==> src/verilog/sar_adc_pkg.sv <==
// Package: register map, field positions, codes and sequence constants for the converter control.
package sar_adc_pkg;
  // Register byte offsets on the bus.
  localparam logic [7:0] OFF_CTRL0 = 8'h00;
  localparam logic [7:0] OFF_CTRL1 = 8'h04;
  localparam logic [7:0] OFF_RES_HIGH = 8'h08;
  localparam logic [7:0] OFF_RES_LOW = 8'h0c;
  localparam logic [7:0] OFF_FLAG = 8'h10;
  localparam logic [7:0] OFF_ENABLE = 8'h14;
  localparam logic [7:0] OFF_IRQ_CTRL = 8'h18;
  // Field positions.
  localparam int CTRL0_EN_BIT = 0;
  localparam int CTRL0_GO_BIT = 1;
  localparam int CTRL0_CHAN_LSB = 2;
  localparam int CTRL1_REF_LSB = 0;
  localparam int CTRL1_CLK_LSB = 4;
  localparam int CTRL1_JUST_BIT = 7;
  localparam int FLAG_DONE_BIT = 0;
  localparam int ENABLE_IRQ_BIT = 0;
  localparam int PERIPH_IRQ_BIT = 6;
  localparam int GLOBAL_IRQ_BIT = 7;
  // Reset value of every control register.
  localparam logic [7:0] CTRL_RESET = 8'h00;
  // Channel select codes.
  localparam logic [4:0] CHAN_PIN_LAST = 5'h04;
  localparam logic [4:0] CHAN_POS_REF = 5'h1a;
  localparam logic [4:0] CHAN_TEMP = 5'h1d;
  localparam logic [4:0] CHAN_FIXED_REF = 5'h1f;
  // Clock select codes; both x11 codes pick the RC oscillator.
  localparam logic [2:0] CLK_DIV2 = 3'h0;
  localparam logic [2:0] CLK_DIV8 = 3'h1;
  localparam logic [2:0] CLK_DIV32 = 3'h2;
  localparam logic [2:0] CLK_DIV4 = 3'h4;
  localparam logic [2:0] CLK_DIV16 = 3'h5;
  localparam logic [2:0] CLK_DIV64 = 3'h6;
  localparam logic [1:0] CLK_RC_LOW = 2'h3;
  // Sequence counted in half bit periods: 3 for sampling, 2 per bit, 23 in all.
  localparam logic [4:0] SAMPLE_LAST_HALF = 5'h02;
  localparam logic [4:0] LAST_HALF = 5'h16;
  localparam logic [3:0] MSB_INDEX = 4'h9;
  localparam logic [9:0] MSB_TRIAL = 10'h200;
  // Conversion settings that travel together.
  typedef struct packed {
    logic justify;
    logic [2:0] clk_sel;
    logic [1:0] ref_sel;
  } conv_cfg_type;
  // Sequencer states.
  typedef enum logic [1:0] {
    ST_IDLE = 2'b00,
    ST_SAMPLE = 2'b01,
    ST_CONVERT = 2'b10
  } state_type;
endpackage

==> src/verilog/sar_adc_ctrl.sv <==
// Control logic of a 10-bit successive-approximation converter behind an AHB-Lite slave.
//
// Local design decisions: the placing of the registers and register access over AHB-Lite.
`timescale 1ns/100ps
// Operation
// - Produce 10-bit result, store in result pair.
// - Channel select routes one input to hold.
// - Five pins, reference, temperature, fixed reference.
// - Channel codes map; other codes connect nothing.
// - Enable low disconnects every multiplexer input.
// - Reference select picks pin, supply or fixed.
// - Clock select picks divided clock or RC.
// - Clock select encoding, x11 means RC.
// - One bit per period, 11.5 periods total.
// - Divided clock tracks system clock frequency.
// - Sleep conversion runs only with RC clock.
// - Completion clears busy, sets flag, loads results.
// - Done flag set regardless of irq enable.
// - Only software clears the done flag.
// - Interrupt when flag and enable both set.
// - Enabled completion in sleep wakes device.
// - Branch to handler if global, peripheral enabled.
// - Format bit selects left or right justify.
// - Unused six bits load as zero.
module sar_adc_ctrl
  import sar_adc_pkg::*;
(
  input wire logic hclk,
  input wire logic hresetn,
  input wire logic hsel,
  input wire logic [31:0] haddr,
  input wire logic [1:0] htrans,
  input wire logic hwrite,
  input wire logic [2:0] hsize,
  input wire logic [31:0] hwdata,
  input wire logic hready,
  output logic hreadyout,
  output logic [31:0] hrdata,
  output logic hresp,
  input wire logic cmp_in,
  input wire logic rc_tick,
  input wire logic sleep_mode,
  output logic [7:0] mux_select,
  output logic [1:0] ref_select,
  output logic sample_hold,
  output logic [9:0] trial_code,
  output logic busy,
  output logic irq_request,
  output logic wake_request,
  output logic isr_branch
);
  // Bus pipeline registers.
  logic [7:0] addr_ff;
  logic wr_pend_ff;
  logic rd_pend_ff;
  logic hreadyout_ff;
  logic [31:0] hrdata_ff;
  logic hresp_ff;
  // Control state written by software.
  logic converter_enable_ff;
  logic [4:0] channel_select_ff;
  conv_cfg_type cfg_ff;
  logic go_ff;
  logic conversion_done_flag_ff;
  logic conversion_irq_enable_ff;
  logic global_irq_enable_ff;
  logic peripheral_irq_enable_ff;
  // Results and sequencer.
  logic [7:0] result_high_reg_ff;
  logic [7:0] result_low_reg_ff;
  state_type state_ff;
  logic [4:0] half_ff;
  logic [3:0] bit_ff;
  logic [9:0] trial_code_ff;
  logic [5:0] div_cnt_ff;
  logic samp_ff;
  logic [7:0] mux_ff;
  logic [1:0] ref_ff;
  logic irq_ff;
  logic wake_ff;
  logic isr_ff;

  // Register offset match on the word address bits.
  function automatic logic reg_hit(input logic [7:0] addr, input logic [7:0] off);
    return addr[7:2] == off[7:2];
  endfunction

  // One-hot multiplexer select; all zero when disabled or on a reserved code.
  function automatic logic [7:0] chan_decode(input logic [4:0] chan, input logic en);
    logic [7:0] sel;
    sel = 8'h00;
    if (en) begin
      if (chan <= CHAN_PIN_LAST) begin
        sel[chan[2:0]] = 1'b1;
      end else if (chan == CHAN_POS_REF) begin
        sel[5] = 1'b1;
      end else if (chan == CHAN_TEMP) begin
        sel[6] = 1'b1;
      end else if (chan == CHAN_FIXED_REF) begin
        sel[7] = 1'b1;
      end
    end
    return sel;
  endfunction

  // Last divider count of a half bit period for each divided clock code.
  function automatic logic [5:0] half_limit(input logic [2:0] sel);
    logic [5:0] lim;
    unique case (sel)
      CLK_DIV2: lim = 6'h00;
      CLK_DIV4: lim = 6'h01;
      CLK_DIV8: lim = 6'h03;
      CLK_DIV16: lim = 6'h07;
      CLK_DIV32: lim = 6'h0f;
      CLK_DIV64: lim = 6'h1f;
      default: lim = 6'h00;
    endcase
    return lim;
  endfunction

  // Places a code into {high, low}, zeroing the six unused bits.
  function automatic logic [15:0] justify_code(input logic [9:0] code, input logic right);
    return right ? {6'h00, code} : {code, 6'h00};
  endfunction

  // Aborted code: undecided bits copy the last decided bit.
  function automatic logic [9:0] partial_code(input logic [9:0] code, input logic [3:0] idx);
    logic fill;
    logic [9:0] res;
    fill = (idx < MSB_INDEX) ? code[idx + 4'h1] : 1'b0;
    res = code;
    for (int i = 0; i < 10; i++) begin
      if (i <= int'(idx)) begin
        res[i] = fill;
      end
    end
    return res;
  endfunction

  logic accept;
  logic [7:0] wdata;
  logic rc_sel;
  logic half_tick;
  logic decide;
  logic done;
  logic sw_abort;
  logic hw_abort;
  logic [9:0] decided;
  assign accept = hsel & hready & htrans[1];
  assign wdata = hwdata[7:0];
  assign rc_sel = cfg_ff.clk_sel[1:0] == CLK_RC_LOW;
  // The RC tick arrives per half period; otherwise the divider follows hclk directly.
  assign half_tick = rc_sel ? rc_tick : (div_cnt_ff == half_limit(cfg_ff.clk_sel));
  assign decide = half_tick && (state_ff == ST_CONVERT) && !half_ff[0];
  assign done = decide && (bit_ff == 4'h0);
  assign sw_abort = wr_pend_ff && reg_hit(addr_ff, OFF_CTRL0) && !wdata[CTRL0_GO_BIT]
    && (state_ff != ST_IDLE);
  // A sleep without the RC clock, or a disable, stops the conversion with no result.
  assign hw_abort = (state_ff != ST_IDLE) && ((sleep_mode && !rc_sel) || !converter_enable_ff);
  always_comb begin
    decided = trial_code_ff;
    decided[bit_ff] = cmp_in;
  end

  // Address phase capture; reads take one wait state so data come from a flop.
  always_ff @(posedge hclk or negedge hresetn) begin
    if (!hresetn) begin
      addr_ff <= 8'h00;
      wr_pend_ff <= 1'b0;
      rd_pend_ff <= 1'b0;
    end else begin
      addr_ff <= accept ? haddr[7:0] : addr_ff;
      wr_pend_ff <= accept & hwrite;
      rd_pend_ff <= accept & ~hwrite;
    end
  end

  // Read data and ready; unmapped reads return zero, every answer is OKAY.
  always_ff @(posedge hclk or negedge hresetn) begin
    if (!hresetn) begin
      hreadyout_ff <= 1'b1;
      hrdata_ff <= 32'h0000_0000;
      hresp_ff <= 1'b0;
    end else begin
      hresp_ff <= 1'b0;
      hreadyout_ff <= !(accept && !hwrite);
      if (rd_pend_ff) begin
        hrdata_ff <= 32'h0000_0000;
        if (reg_hit(addr_ff, OFF_CTRL0)) begin
          hrdata_ff[7:0] <= {1'b0, channel_select_ff, go_ff, converter_enable_ff};
        end else if (reg_hit(addr_ff, OFF_CTRL1)) begin
          hrdata_ff[7:0] <= {cfg_ff.justify, cfg_ff.clk_sel, 2'b00, cfg_ff.ref_sel};
        end else if (reg_hit(addr_ff, OFF_RES_HIGH)) begin
          hrdata_ff[7:0] <= result_high_reg_ff;
        end else if (reg_hit(addr_ff, OFF_RES_LOW)) begin
          hrdata_ff[7:0] <= result_low_reg_ff;
        end else if (reg_hit(addr_ff, OFF_FLAG)) begin
          hrdata_ff[FLAG_DONE_BIT] <= conversion_done_flag_ff;
        end else if (reg_hit(addr_ff, OFF_ENABLE)) begin
          hrdata_ff[ENABLE_IRQ_BIT] <= conversion_irq_enable_ff;
        end else if (reg_hit(addr_ff, OFF_IRQ_CTRL)) begin
          hrdata_ff[GLOBAL_IRQ_BIT] <= global_irq_enable_ff;
          hrdata_ff[PERIPH_IRQ_BIT] <= peripheral_irq_enable_ff;
        end
      end
    end
  end

  // Plain control fields written in the data phase.
  always_ff @(posedge hclk or negedge hresetn) begin
    if (!hresetn) begin
      converter_enable_ff <= CTRL_RESET[CTRL0_EN_BIT];
      channel_select_ff <= CTRL_RESET[6:2];
      cfg_ff <= '0;
      conversion_irq_enable_ff <= 1'b0;
      global_irq_enable_ff <= 1'b0;
      peripheral_irq_enable_ff <= 1'b0;
    end else if (wr_pend_ff) begin
      if (reg_hit(addr_ff, OFF_CTRL0)) begin
        converter_enable_ff <= wdata[CTRL0_EN_BIT];
        channel_select_ff <= wdata[CTRL0_CHAN_LSB +: 5];
      end
      if (reg_hit(addr_ff, OFF_CTRL1)) begin
        cfg_ff <= {wdata[CTRL1_JUST_BIT], wdata[CTRL1_CLK_LSB +: 3], wdata[CTRL1_REF_LSB +: 2]};
      end
      if (reg_hit(addr_ff, OFF_ENABLE)) begin
        conversion_irq_enable_ff <= wdata[ENABLE_IRQ_BIT];
      end
      if (reg_hit(addr_ff, OFF_IRQ_CTRL)) begin
        global_irq_enable_ff <= wdata[GLOBAL_IRQ_BIT];
        peripheral_irq_enable_ff <= wdata[PERIPH_IRQ_BIT];
      end
    end
  end

  // Start/busy bit: a start needs the converter already enabled, so the
  // same write that turns it on cannot also start it.
  always_ff @(posedge hclk or negedge hresetn) begin
    if (!hresetn) begin
      go_ff <= 1'b0;
    end else if (done || hw_abort) begin
      go_ff <= 1'b0;
    end else if (wr_pend_ff && reg_hit(addr_ff, OFF_CTRL0)) begin
      go_ff <= wdata[CTRL0_GO_BIT] & converter_enable_ff;
    end
  end

  // Done flag: hardware only sets it; a software write in the same cycle loses.
  always_ff @(posedge hclk or negedge hresetn) begin
    if (!hresetn) begin
      conversion_done_flag_ff <= 1'b0;
    end else if (done) begin
      conversion_done_flag_ff <= 1'b1;
    end else if (wr_pend_ff && reg_hit(addr_ff, OFF_FLAG)) begin
      conversion_done_flag_ff <= wdata[FLAG_DONE_BIT];
    end
  end

  // Half-period divider, restarted while idle so every divided-clock conversion has whole periods.
  always_ff @(posedge hclk or negedge hresetn) begin
    if (!hresetn) begin
      div_cnt_ff <= 6'h00;
    end else if (state_ff == ST_IDLE || half_tick) begin
      div_cnt_ff <= 6'h00;
    end else begin
      div_cnt_ff <= div_cnt_ff + 6'h01;
    end
  end

  // Sequencer: 1.5 periods of sampling, then ten decisions, MSB first.
  always_ff @(posedge hclk or negedge hresetn) begin
    if (!hresetn) begin
      state_ff <= ST_IDLE;
      half_ff <= 5'h00;
      bit_ff <= MSB_INDEX;
      trial_code_ff <= 10'h000;
      samp_ff <= 1'b0;
    end else if (hw_abort || sw_abort) begin
      state_ff <= ST_IDLE;
      samp_ff <= 1'b0;
    end else begin
      unique case (state_ff)
        ST_IDLE: begin
          half_ff <= 5'h00;
          bit_ff <= MSB_INDEX;
          if (go_ff && converter_enable_ff) begin
            state_ff <= ST_SAMPLE;
            trial_code_ff <= 10'h000;
            samp_ff <= 1'b1;
          end
        end
        ST_SAMPLE: begin
          if (half_tick) begin
            half_ff <= half_ff + 5'h01;
            if (half_ff == SAMPLE_LAST_HALF) begin
              state_ff <= ST_CONVERT;
              samp_ff <= 1'b0;
              trial_code_ff <= MSB_TRIAL;
            end
          end
        end
        ST_CONVERT: begin
          if (half_tick) begin
            half_ff <= half_ff + 5'h01;
          end
          if (decide) begin
            trial_code_ff <= decided;
            if (bit_ff == 4'h0) begin
              state_ff <= ST_IDLE;
            end else begin
              trial_code_ff[bit_ff - 4'h1] <= 1'b1;
              bit_ff <= bit_ff - 4'h1;
            end
          end
        end
        default: state_ff <= ST_IDLE;
      endcase
    end
  end

  // Result pair: loaded at completion, or with the partial code on a software abort.
  always_ff @(posedge hclk or negedge hresetn) begin
    if (!hresetn) begin
      result_high_reg_ff <= 8'h00;
      result_low_reg_ff <= 8'h00;
    end else if (done) begin
      {result_high_reg_ff, result_low_reg_ff} <= justify_code(decided, cfg_ff.justify);
    end else if (sw_abort) begin
      {result_high_reg_ff, result_low_reg_ff} <=
        justify_code(partial_code(trial_code_ff, bit_ff), cfg_ff.justify);
    end
  end

  // Analog-side selects, registered so the pins never glitch.
  always_ff @(posedge hclk or negedge hresetn) begin
    if (!hresetn) begin
      mux_ff <= 8'h00;
      ref_ff <= 2'h0;
    end else begin
      mux_ff <= chan_decode(channel_select_ff, converter_enable_ff);
      ref_ff <= cfg_ff.ref_sel;
    end
  end

  // Interrupt request, wake from sleep and handler branch.
  always_ff @(posedge hclk or negedge hresetn) begin
    if (!hresetn) begin
      irq_ff <= 1'b0;
      wake_ff <= 1'b0;
      isr_ff <= 1'b0;
    end else begin
      irq_ff <= conversion_done_flag_ff & conversion_irq_enable_ff;
      wake_ff <= conversion_done_flag_ff & conversion_irq_enable_ff & sleep_mode;
      isr_ff <= conversion_done_flag_ff & conversion_irq_enable_ff
        & global_irq_enable_ff & peripheral_irq_enable_ff;
    end
  end

  assign hreadyout = hreadyout_ff;
  assign hrdata = hrdata_ff;
  assign hresp = hresp_ff;
  assign mux_select = mux_ff;
  assign ref_select = ref_ff;
  assign sample_hold = samp_ff;
  assign trial_code = trial_code_ff;
  assign busy = go_ff;
  assign irq_request = irq_ff;
  assign wake_request = wake_ff;
  assign isr_branch = isr_ff;
endmodule // sar_adc_ctrl

==> config.mk <==
export PLATFORM = sky130hd
export DESIGN_NAME = sar_adc_ctrl
export DESIGN_NICKNAME = d
export VERILOG_FILES = /design/src/verilog/sar_adc_pkg.sv /design/src/verilog/sar_adc_ctrl.sv
export SDC_FILE = /design/constraint.sdc
export NUM_CORES = 1
export LEC_CHECK = 0
export BUFFER_PORTS_ARGS = -buffer_cell sky130_fd_sc_hd__buf_4
export CAP_MARGIN = 20
export CORE_ASPECT_RATIO = 0.8
export CORE_MARGIN = 3
export CORE_UTILIZATION = 45
export CTS_BUF_LIST = sky130_fd_sc_hd__clkbuf_2
export CTS_CLUSTER_SIZE = 12
export DETAILED_ROUTE_END_ITERATION = 10
export PLACE_DENSITY = 0.7
export SLEW_MARGIN = 20
export SYNTH_ARGS = -nofsm -noshare
export SYNTH_HDL_FRONTEND = slang
export SYNTH_SLANG_ARGS = --single-unit
==> constraint.sdc <==
create_clock -name hclk -period 3.7 [get_ports hclk]
set_clock_uncertainty 0.05 [all_clocks]
set_input_delay 0.37 -clock hclk [delete_from_list [all_inputs] [get_ports hclk]]
set_output_delay 0.37 -clock hclk [all_outputs]
set_load 0.02 [all_outputs]
### After elaboration in Yosys (flattened, before gate mapping)

Cells that the tools add are included.

| operators by class | value |
|---|---|
| add/subtract/negate cells | 4 |
| multiply operators | 0 |
| divide/modulo/power cells | 0 |
| $lt $le $gt $ge | 18 |
| equal/unequal tests | 30 |
| shift-type cells | 0 |
| multiplexer cells | 74 |
| bitwise logic cells | 12 |
| reductions and logical operators | 45 |

Operator list:

| kind | count |
|---|---|
| $mux W8 | 8 |
| $mux W10 | 5 |
| $mux W16 | 2 |
| $mux W1 | 30 |
| $pmux W10 S3 | 1 |
| $pmux W5 S5 | 1 |
| $mux W2 | 11 |
| $eq A6 B3 Y1 const B | 3 |
| $le A3 B4 Y1 const A | 4 |
| $eq A5 B5 Y1 const B | 3 |
| $lt A4 B5 Y1 const B | 3 |
| $mux W5 | 3 |
| $logic_and A1 B1 Y1 | 14 |
| $eq A6 B2 Y1 const B | 2 |
| $reduce_bool A2 Y1 | 6 |
| $bwmux W10 | 1 |
| $or A10 B10 Y10 | 1 |
| $pmux W5 S2 | 1 |
| $and A1 B1 Y1 | 9 |
| $eq A3 B3 Y1 const B | 3 |
| $demux W1 S4 | 2 |
| $ge A4 B1 Y1 const B | 2 |
| $le A2 B4 Y1 const A | 2 |
| $le A4 B4 Y1 const A | 2 |
| 42 further kinds | 64 |

| word-level totals | value |
|---|---|
| register bits | 93 |
| latch bits | 0 |
| memory bits (writable) | 0 |
| bits in read-only memories | 0 |
| input port bits | 77 |
| output and inout bits | 59 |
| logic and storage cells | 211 |
| memories | 0 |

### Logic depth before layout (Yosys ltp)

Gate-level depths: netlist of the first run.

| logic depth | value |
|---|---|
| depth after elaboration | 9 |
| depth in mapped cells | 10 |

### Least setup slack after synthesis of the first run

No wires, ideal clock.

| timing | value |
|---|---|
| kind | reg2reg |
| start | register bit_ff[0] |
| end | register result_high_reg_ff[1] |
| library setup time | 126 ps |
| data arrival time | 2623 ps |
| slack | 901 ps |
| cell stages (with the launch flop) | 10 |
| clock period less this slack | 2799 ps |
| cell sequence | dfstp_2 buf_6 inv_1 ha_1 mux4_1 mux2_2 a21o_1 mux2_2 a2111o_1 o311a_1 |

| between the ends | value |
|---|---|
| cells in the longest elaborated chain, start to end | 8 |
| elaborated cells on any way between the ends | 22 |
| classes of those cells | 1 x add/sub; 5 x order compare; 12 x mux; 4 x reduce/logical |

Ends and longest elaborated chain:

| item | RTL line | text |
|---|---|---|
| start, declared | sar_adc_ctrl.sv:73 | `logic [3:0] bit_ff;` |
| start signal, assigned | sar_adc_ctrl.sv:312 | `bit_ff <= bit_ff - 4'h1;` |
| $add A4 B1 Y4 | sar_adc_ctrl.sv:130 | `fill = (idx < MSB_INDEX) ? code[idx + 4'h1] : 1'b0;` |
| $bmux W1 S4 | sar_adc_ctrl.sv:130 |  |
| $mux W1 (not written as such) | sar_adc_ctrl.sv:130 |  |
| $mux W1 | sar_adc_ctrl.sv:130 |  |
| $mux W1 | sar_adc_ctrl.sv:133 | `if (i <= int'(idx)) begin` |
| $mux W16 | sar_adc_ctrl.sv:123 | `return right ? {6'h00, code} : {code, 6'h00};` |
| $mux W8 | sar_adc_ctrl.sv:328 | `end else if (sw_abort) begin` |
| $mux W8 | sar_adc_ctrl.sv:326 | `end else if (done) begin` |
| end signal, assigned | sar_adc_ctrl.sv:327 | `{result_high_reg_ff, result_low_reg_ff} <= justify_code(decided, cfg_ff.justify);` |
| end signal, assigned | sar_adc_ctrl.sv:329 | `{result_high_reg_ff, result_low_reg_ff} <=` |
| end, declared | sar_adc_ctrl.sv:69 | `logic [7:0] result_high_reg_ff;` |

Several ways; a longest one is shown, not always the timed one. The select of a mux whose other input is x is not followed.
A chain may end at the register's enable or synchronous reset.

### Worst setup path in the final report of the first run

Same ends and word-level chain as after synthesis.

==> flow_metrics.py, run 1 <==
metrics = {
    "run_status": {
        "outcome": "finished clean",
    },
    "placement": {
        "place_ws_ns": 0.649,
        "dp_hpwl_mm": 9.41,
        "gp_congestion": 0.898,
        "dp.cells": 713,
        "placed_cell_area_um2": 5690,
        "io_buffers": 56,
    },
    "layout": {
        "fin_util": 0.540,
        "stdcell_count": 746,
        "syn2layout_area_growth_pct": 14.6,
        "fin_nets": 693,
        "final_area_um2": 6000,
        "diodes": 0,
        "final_cell_mix": "dfrtp_1, buf_4, nand2_1, nor2_1, mux2_2",
        "final_common_cell": "dfrtp_1",
        "layout-drive-gt1-share": 0.204,
    },
    "sta": {
        "worst_slew_pin_slew_ns": 0.918,
        "grt_setup_unrepaired": "false",
        "final.period_utilization": 0.848,
        "final-max-slew-violation-count": 0,
        "relSlewSlack": 0.388,
        "setup_slack_ns": 0.563,
        "final_hold_viol_count": 0,
        "final.setup.tns_ns": 0,
        "final-setup-viol-count": 0,
        "fmax_mhz": 319,
        "fin_crit_ns": 3.14,
    },
    "synthesis": {
        "synth_top_family_by_area": "simple AND/OR/NAND/NOR gates",
        "synth_adder_area_share": 0.0454,
        "yosysWarnings": 0,
        "synth_flop_cell": "dfrtp_1",
        "synth_xor_area_frac": 0.0134,
        "synth_seq_area_share": 0.436,
        "syn_area_um2": 5230,
        "avgSynthCellArea_um2": 9.84,
        "synth.area.mux_share": 0.115,
        "synth_compound_area_frac": 0.147,
        "synth_cells": 532,
        "async_reset_ff_frac": 1.00,
        "synthDistinctLibCells": 66,
        "synthSimpleGateAreaFrac": 0.174,
        "ys_seq_elements": 91,
        "synth_edf_count": 0,
    },
    "die": {
        "fp.dieW_um": 127,
        "core_um2": 11100,
        "die_y_um": 102,
        "die_area_um2": 13000,
        "pin_count": 136,
        "rows": 34,
        "initial_core_util": 0.471,
    },
    "global_routing": {
        "gr-total-overflow": 0,
        "track_usage": 0.205,
        "grt_pass1_vias": 4108,
        "grt_pass1_wl_mm": 21.4,
        "grt_max_degree": 74,
        "antenna_found_initial": 0,
    },
    "routing": {
        "drt_wl_total_mm": 13.0,
        "drt-initial-drc-count": 310,
        "firstDrtPassIters": 6,
        "drc": 0,
        "wl_per_cell_um": 17.4,
        "drtAntennaViolNets": 0,
        "vias": 4331,
        "viasPerCell": 5.81,
    },
    "setup_path": {
        "startpoint_type": "flip-flop",
        "path_max_fanout": 12,
        "critPathCaptureType": "flip-flop",
        "rr_worst_depth": 8,
        "r2r-start": "bit_ff[0]",
        "r2r_slack_ns": 0.56,
        "path_class": "reg2reg",
        "cp.required_ns": 4.15,
        "r2r-end": "result_high_reg_ff[1]",
        "cp_data_arrival_time_ns": 3.59,
    },
    "hold_path": {
        "min_to": "trial_code[0]",
        "hold_start": "cmp_in",
        "whs_path_depth": 3,
        "hold_class": "in2reg",
    },
    "cts": {
        "worstSkewPairLatency_ns": 0.58,
        "tritoncts": "done",
        "root_buffer": "clkbuf_2",
        "clockBufferDepth": 2,
        "cts_buffers": 9,
        "path_clk_slew_ns": 0.28,
        "htree_num_levels": 3,
        "cts_sinks": 91,
    },
    "run": {
        "maxCapViolations": 0,
    },
    "pwr": {
        "leakagePower_nw": 2.81,
        "ir_worst_vdd_mv": 0.184,
        "powerDensity_nw_per_um2": 465,
    },
}
==> registers in the layout, summed over array words and instances (netlist names), 2 cells and up <==
signal	flops
hrdata	8
ref_select	2
mux_select	8
bit_ff	4
addr_ff	6
result_low_reg_ff	8
cfg_ff	6
div_cnt_ff	6
result_high_reg_ff	8
channel_select_ff	5
half_ff	5
state_ff	2
trial_code	10
==> layer usage <==
| metal | share of wire | wire length, um | global-route usage |
|---|---|---|---|
| met5 | 0 | 0 | 0 |
| met4 | 0.010 | 136 | 0.0462 |
| met3 | 0.068 | 885 | 0.0376 |
| met2 | 0.46 | 5940 | 0.326 |
| met1 | 0.46 | 6000 | 0.296 |
==> timing repair <==
item | in CTS | in global routing
resized for setup | 0 | 0
buffers inserted | 0 | 0
endpoints found under the hold margin | 97 | 0
hold buffers | 17 | 0
==> area by class of cell <==
cell class | instances | area [um^2]
Tap cell | 144 | 180
Clock inverter | 7 | 92.6
Sequential cell | 91 | 2280
Clock buffer | 9 | 45.0
Multi-Input combinational cell | 397 | 2690
Fill cell | 1017 | 5100
Timing Repair Buffer | 81 | 651
Inverter | 17 | 63.8
==> metrics by stage <==
stage               hold WS [ns]  total power (W)
detailed placement         0.368          0.00222
floorplan                 0.0244          0.00193
finish                    0.0723          0.00279
global route              0.0696          0.00296
global placement           0.361          0.00218
CTS                       0.0286          0.00280
==> kinds of logic after synthesis <==
group | after synthesis
AO/OA/AOI/OAI | 109
XOR/XNOR | 8
adder cells (fa/ha/maj) | 19
buffers and inverters | 68
flip-flops | 91
multiplexers | 53
other | 1
AND/OR/NAND/NOR | 183
==> how the worst max path moves through the flow <==
stage / start / endpoint / slack (ns) / depth (start not counted)
after global placement: bit_ff[0] / result_high_reg_ff[1] / 0.65 / 8
after detailed placement: bit_ff[0] / result_high_reg_ff[1] / 0.65 / 8
final: bit_ff[0] / result_high_reg_ff[1] / 0.56 / 8
after global routing: bit_ff[0] / result_high_reg_ff[1] / 0.36 / 8
after floorplan: bit_ff[0] / result_high_reg_ff[1] / 0.90 / 9
after CTS: bit_ff[0] / result_high_reg_ff[1] / 0.59 / 8
==> power by group <==
| part | internal [W] | switching (W) | total [W] |
|---|---|---|---|
| clock | 0.000175 | 0.000386 | 0.000561 |
| sequential | 0.00111 | 0.000148 | 0.00125 |
| combinational | 0.000382 | 0.000591 | 0.000973 |
| total | 0.00166 | 0.00113 | 0.00279 |
==> worst max-delay path, stage by stage (launching register included) <==
cell and delay, ns:
dfstp_2 0.74, inv_1 0.15, ha_1 0.41, mux4_1 0.30, mux2_2 0.28, a21o_1 0.26, mux2_2 0.30, a2111o_1 0.44
o311a_1 0.12
==> cells in the mapped netlist, drive strengths merged (4+ instances only) <==
cell,number,share of area
buf,28,0.040
a211oi,6,0.0086
inv,17,0.012
a21o,9,0.013
nand2,62,0.044
nor2,33,0.024
o211ai,4,0.0057
clkbuf,23,0.016
xnor2,5,0.0084
o21ai,17,0.016
nor3,19,0.018
a21oi,25,0.025
ha,19,0.045
nand3,16,0.015
or4,4,0.0057
a22oi,5,0.0072
and3,10,0.012
mux2i,18,0.034
o41ai,5,0.0084
nand2b,7,0.0084
nand4,5,0.0060
mux2,33,0.071
o31ai,8,0.012
or3,5,0.0060
nor4,5,0.0060
dfrtp,88,0.42
Power figures use the tool's default switching activity.
==> run 2: changes to the inputs <==
==> constraint.sdc (replaced) <==
create_clock -name hclk -period 3.13 [get_ports hclk]
set_clock_uncertainty 0.05 [all_clocks]
set_input_delay 0.313 -clock hclk [delete_from_list [all_inputs] [get_ports hclk]]
set_output_delay 0.313 -clock hclk [all_outputs]
set_load 0.02 [all_outputs]
==> run 2 against run 1 <==
Compared with the run above:
- flip-flop and latch count unchanged
- clock power is 13% higher
- critical path depth unchanged
- clock-buffer cell count up 1
- critical endpoint unchanged
- maximum frequency up 4.9%
==> flow_metrics.py, run 2 (synthesized netlist as in run 1, its figures left out) <==
metrics = {
    "layout": {
        "stdcell_count": 754,
        "final_cell_mix": "dfrtp_1, buf_4, nand2_1, nor2_1, mux2_2",
        "largest_register_ff_count": 10,
        "syn2layout_area_growth_pct": 15.5,
        "fin_nets": 701,
        "regArea_um2": 2280,
        "diodes": 0,
        "fillerInstances": 1007,
        "layout-drive-gt1-share": 0.213,
        "multiInputGateArea_um2": 2690,
        "final_common_cell": "dfrtp_1",
    },
    "run": {
        "maxCapViolations": 0,
    },
    "cts": {
        "path_clk_slew_ns": 0.25,
        "root_buffer": "clkbuf_2",
        "cts_sinks": 91,
        "worstSkewPairLatency_ns": 0.58,
        "htree_num_levels": 3,
        "ctsResizeCount": 0,
        "cts_buffers": 9,
        "tritoncts": "done",
        "post_cts_buffers": 0,
        "clockBufferDepth": 2,
    },
    "setup_path": {
        "path_class": "reg2reg",
        "cp_slowest_stage_delay_ns": 0.73,
        "cp.required_ns": 3.57,
        "crit_slowest_cell": "dfstp_2",
        "startpoint_type": "flip-flop",
        "crit_chain": "inv_1 > ha_1 > mux4_1 > mux2_2 > a21o_1 > mux2_2 > a2111o_1 > o311a_1",
        "cp_data_arrival_time_ns": 3.43,
        "critPathCaptureType": "flip-flop",
        "crit_top_cell": "mux2_2",
        "path_max_fanout": 12,
    },
    "global_routing": {
        "use_met2": 0.313,
        "track_usage": 0.200,
        "gr-total-overflow": 0,
        "busiest_layer": "met2",
        "grt_pass1_wl_mm": 20.9,
        "use_met1": 0.288,
        "grt_max_degree": 50,
        "grtUsageMet3": 0.0376,
        "grt_pass1_vias": 4069,
        "antenna_found_initial": 0,
    },
    "routing": {
        "vias": 4322,
        "drt-initial-drc-count": 381,
        "drt_wl_total_mm": 12.8,
        "wl_per_cell_um": 17.0,
        "viasPerCell": 5.73,
        "drc": 0,
        "drtAntennaViolNets": 0,
        "firstDrtPassIters": 6,
    },
    "placement": {
        "io_buffers": 56,
        "gp_congestion": 0.888,
        "dp.cells": 720,
        "dp_hpwl_mm": 9.41,
    },
    "die": {
        "initial_core_util": 0.471,
        "core_um2": 11100,
        "fp.dieW_um": 127,
        "rows": 34,
        "die_area_um2": 13000,
        "die_y_um": 102,
        "pin_count": 136,
    },
    "sta": {
        "fin_crit_ns": 2.99,
        "final.setup.tns_ns": 0,
        "final.period_utilization": 0.956,
        "final-setup-viol-count": 0,
        "worst_slew_pin_slew_ns": 0.597,
        "grt_setup_unrepaired": "false",
        "final-max-slew-violation-count": 0,
        "fmax_mhz": 334,
        "final_hold_viol_count": 0,
        "relSlewSlack": 0.602,
        "holdWs_ns": 0.120,
    },
    "run_status": {
        "outcome": "finished clean",
    },
    "pwr": {
        "leakagePower_nw": 2.85,
        "powerDensity_nw_per_um2": 542,
        "ir_worst_vdd_mv": 0.192,
    },
    "hold_path": {
        "hold_class": "in2reg",
    },
}
-- run 2: metrics by stage --
| step | setup slack, ns | util | instance area [um^2] | total power, W |
|---|---|---|---|---|
| after floorplan | 0.331 | - | 5320 | 0.00229 |
| after global placement | 0.232 | 0.517 | 5740 | 0.00259 |
| after detailed placement | 0.203 | 0.517 | 5740 | 0.00263 |
| after CTS | 0.177 | 0.544 | 6040 | 0.00328 |
| after global routing | 0.00346 | 0.544 | 6040 | 0.00347 |
| final | 0.138 | 0.544 | 6040 | 0.00328 |
-- run 2: path summary, 6_finish.rpt --
path,start,to,slack [ns],cells after the start
worst min-delay path,hready,wr_pend_ff,0.12,3
max in group asynchronous,hresetn,bit_ff[0],2.05,3
worst max-delay path,bit_ff[0],result_high_reg_ff[1],0.14,8
worst max register to register,bit_ff[0],result_high_reg_ff[1],0.14,8
worst min register to register,cfg_ff[1],ref_select[1],0.42,0
min in group asynchronous,hresetn,div_cnt_ff[4],0.16,2
-- run 2: layer usage --
layer / up-vias / wire (um)
met3: 20 / 868
met1: 2103 / 6000
met4: 0 / 148
met2: 174 / 5790
met5: - / 0
li1: 2025 / -
-- run 2: cell type report --
| cell class | instances | share of cell area |
|---|---|---|
| clock buffers | 10 | 0.00828 |
| inverters | 17 | 0.0106 |
| well taps | 144 | 0.0298 |
| repair buffers | 89 | 0.118 |
| multi-input cells | 397 | 0.444 |
| clock inverters | 6 | 0.0118 |
| flip-flops and latches | 91 | 0.377 |
-- run 2: report_power, final --
| part | switching, W | internal, W | total (W) |
|---|---|---|---|
| sequential | 0.000174 | 0.00131 | 0.00148 |
| combinational | 0.000696 | 0.000464 | 0.00116 |
| clock | 0.000437 | 0.000198 | 0.000635 |
-- run 2: critical path: cells and delay by family (launching register included) --
| kind | cells | cell delay (ns) |
|---|---|---|
| flip-flops | 1 | 0.73 |
| adder cells (fa/ha/maj) | 1 | 0.40 |
| buffers and inverters | 1 | 0.10 |
| multiplexers | 3 | 0.87 |
| AO/OA/AOI/OAI | 3 | 0.77 |
-- run 2: repair_timing --
action                                  CTS  global route
hold buffers                             18             0
hold endpoints to repair                 73             0
endpoints found under the setup margin    0             0
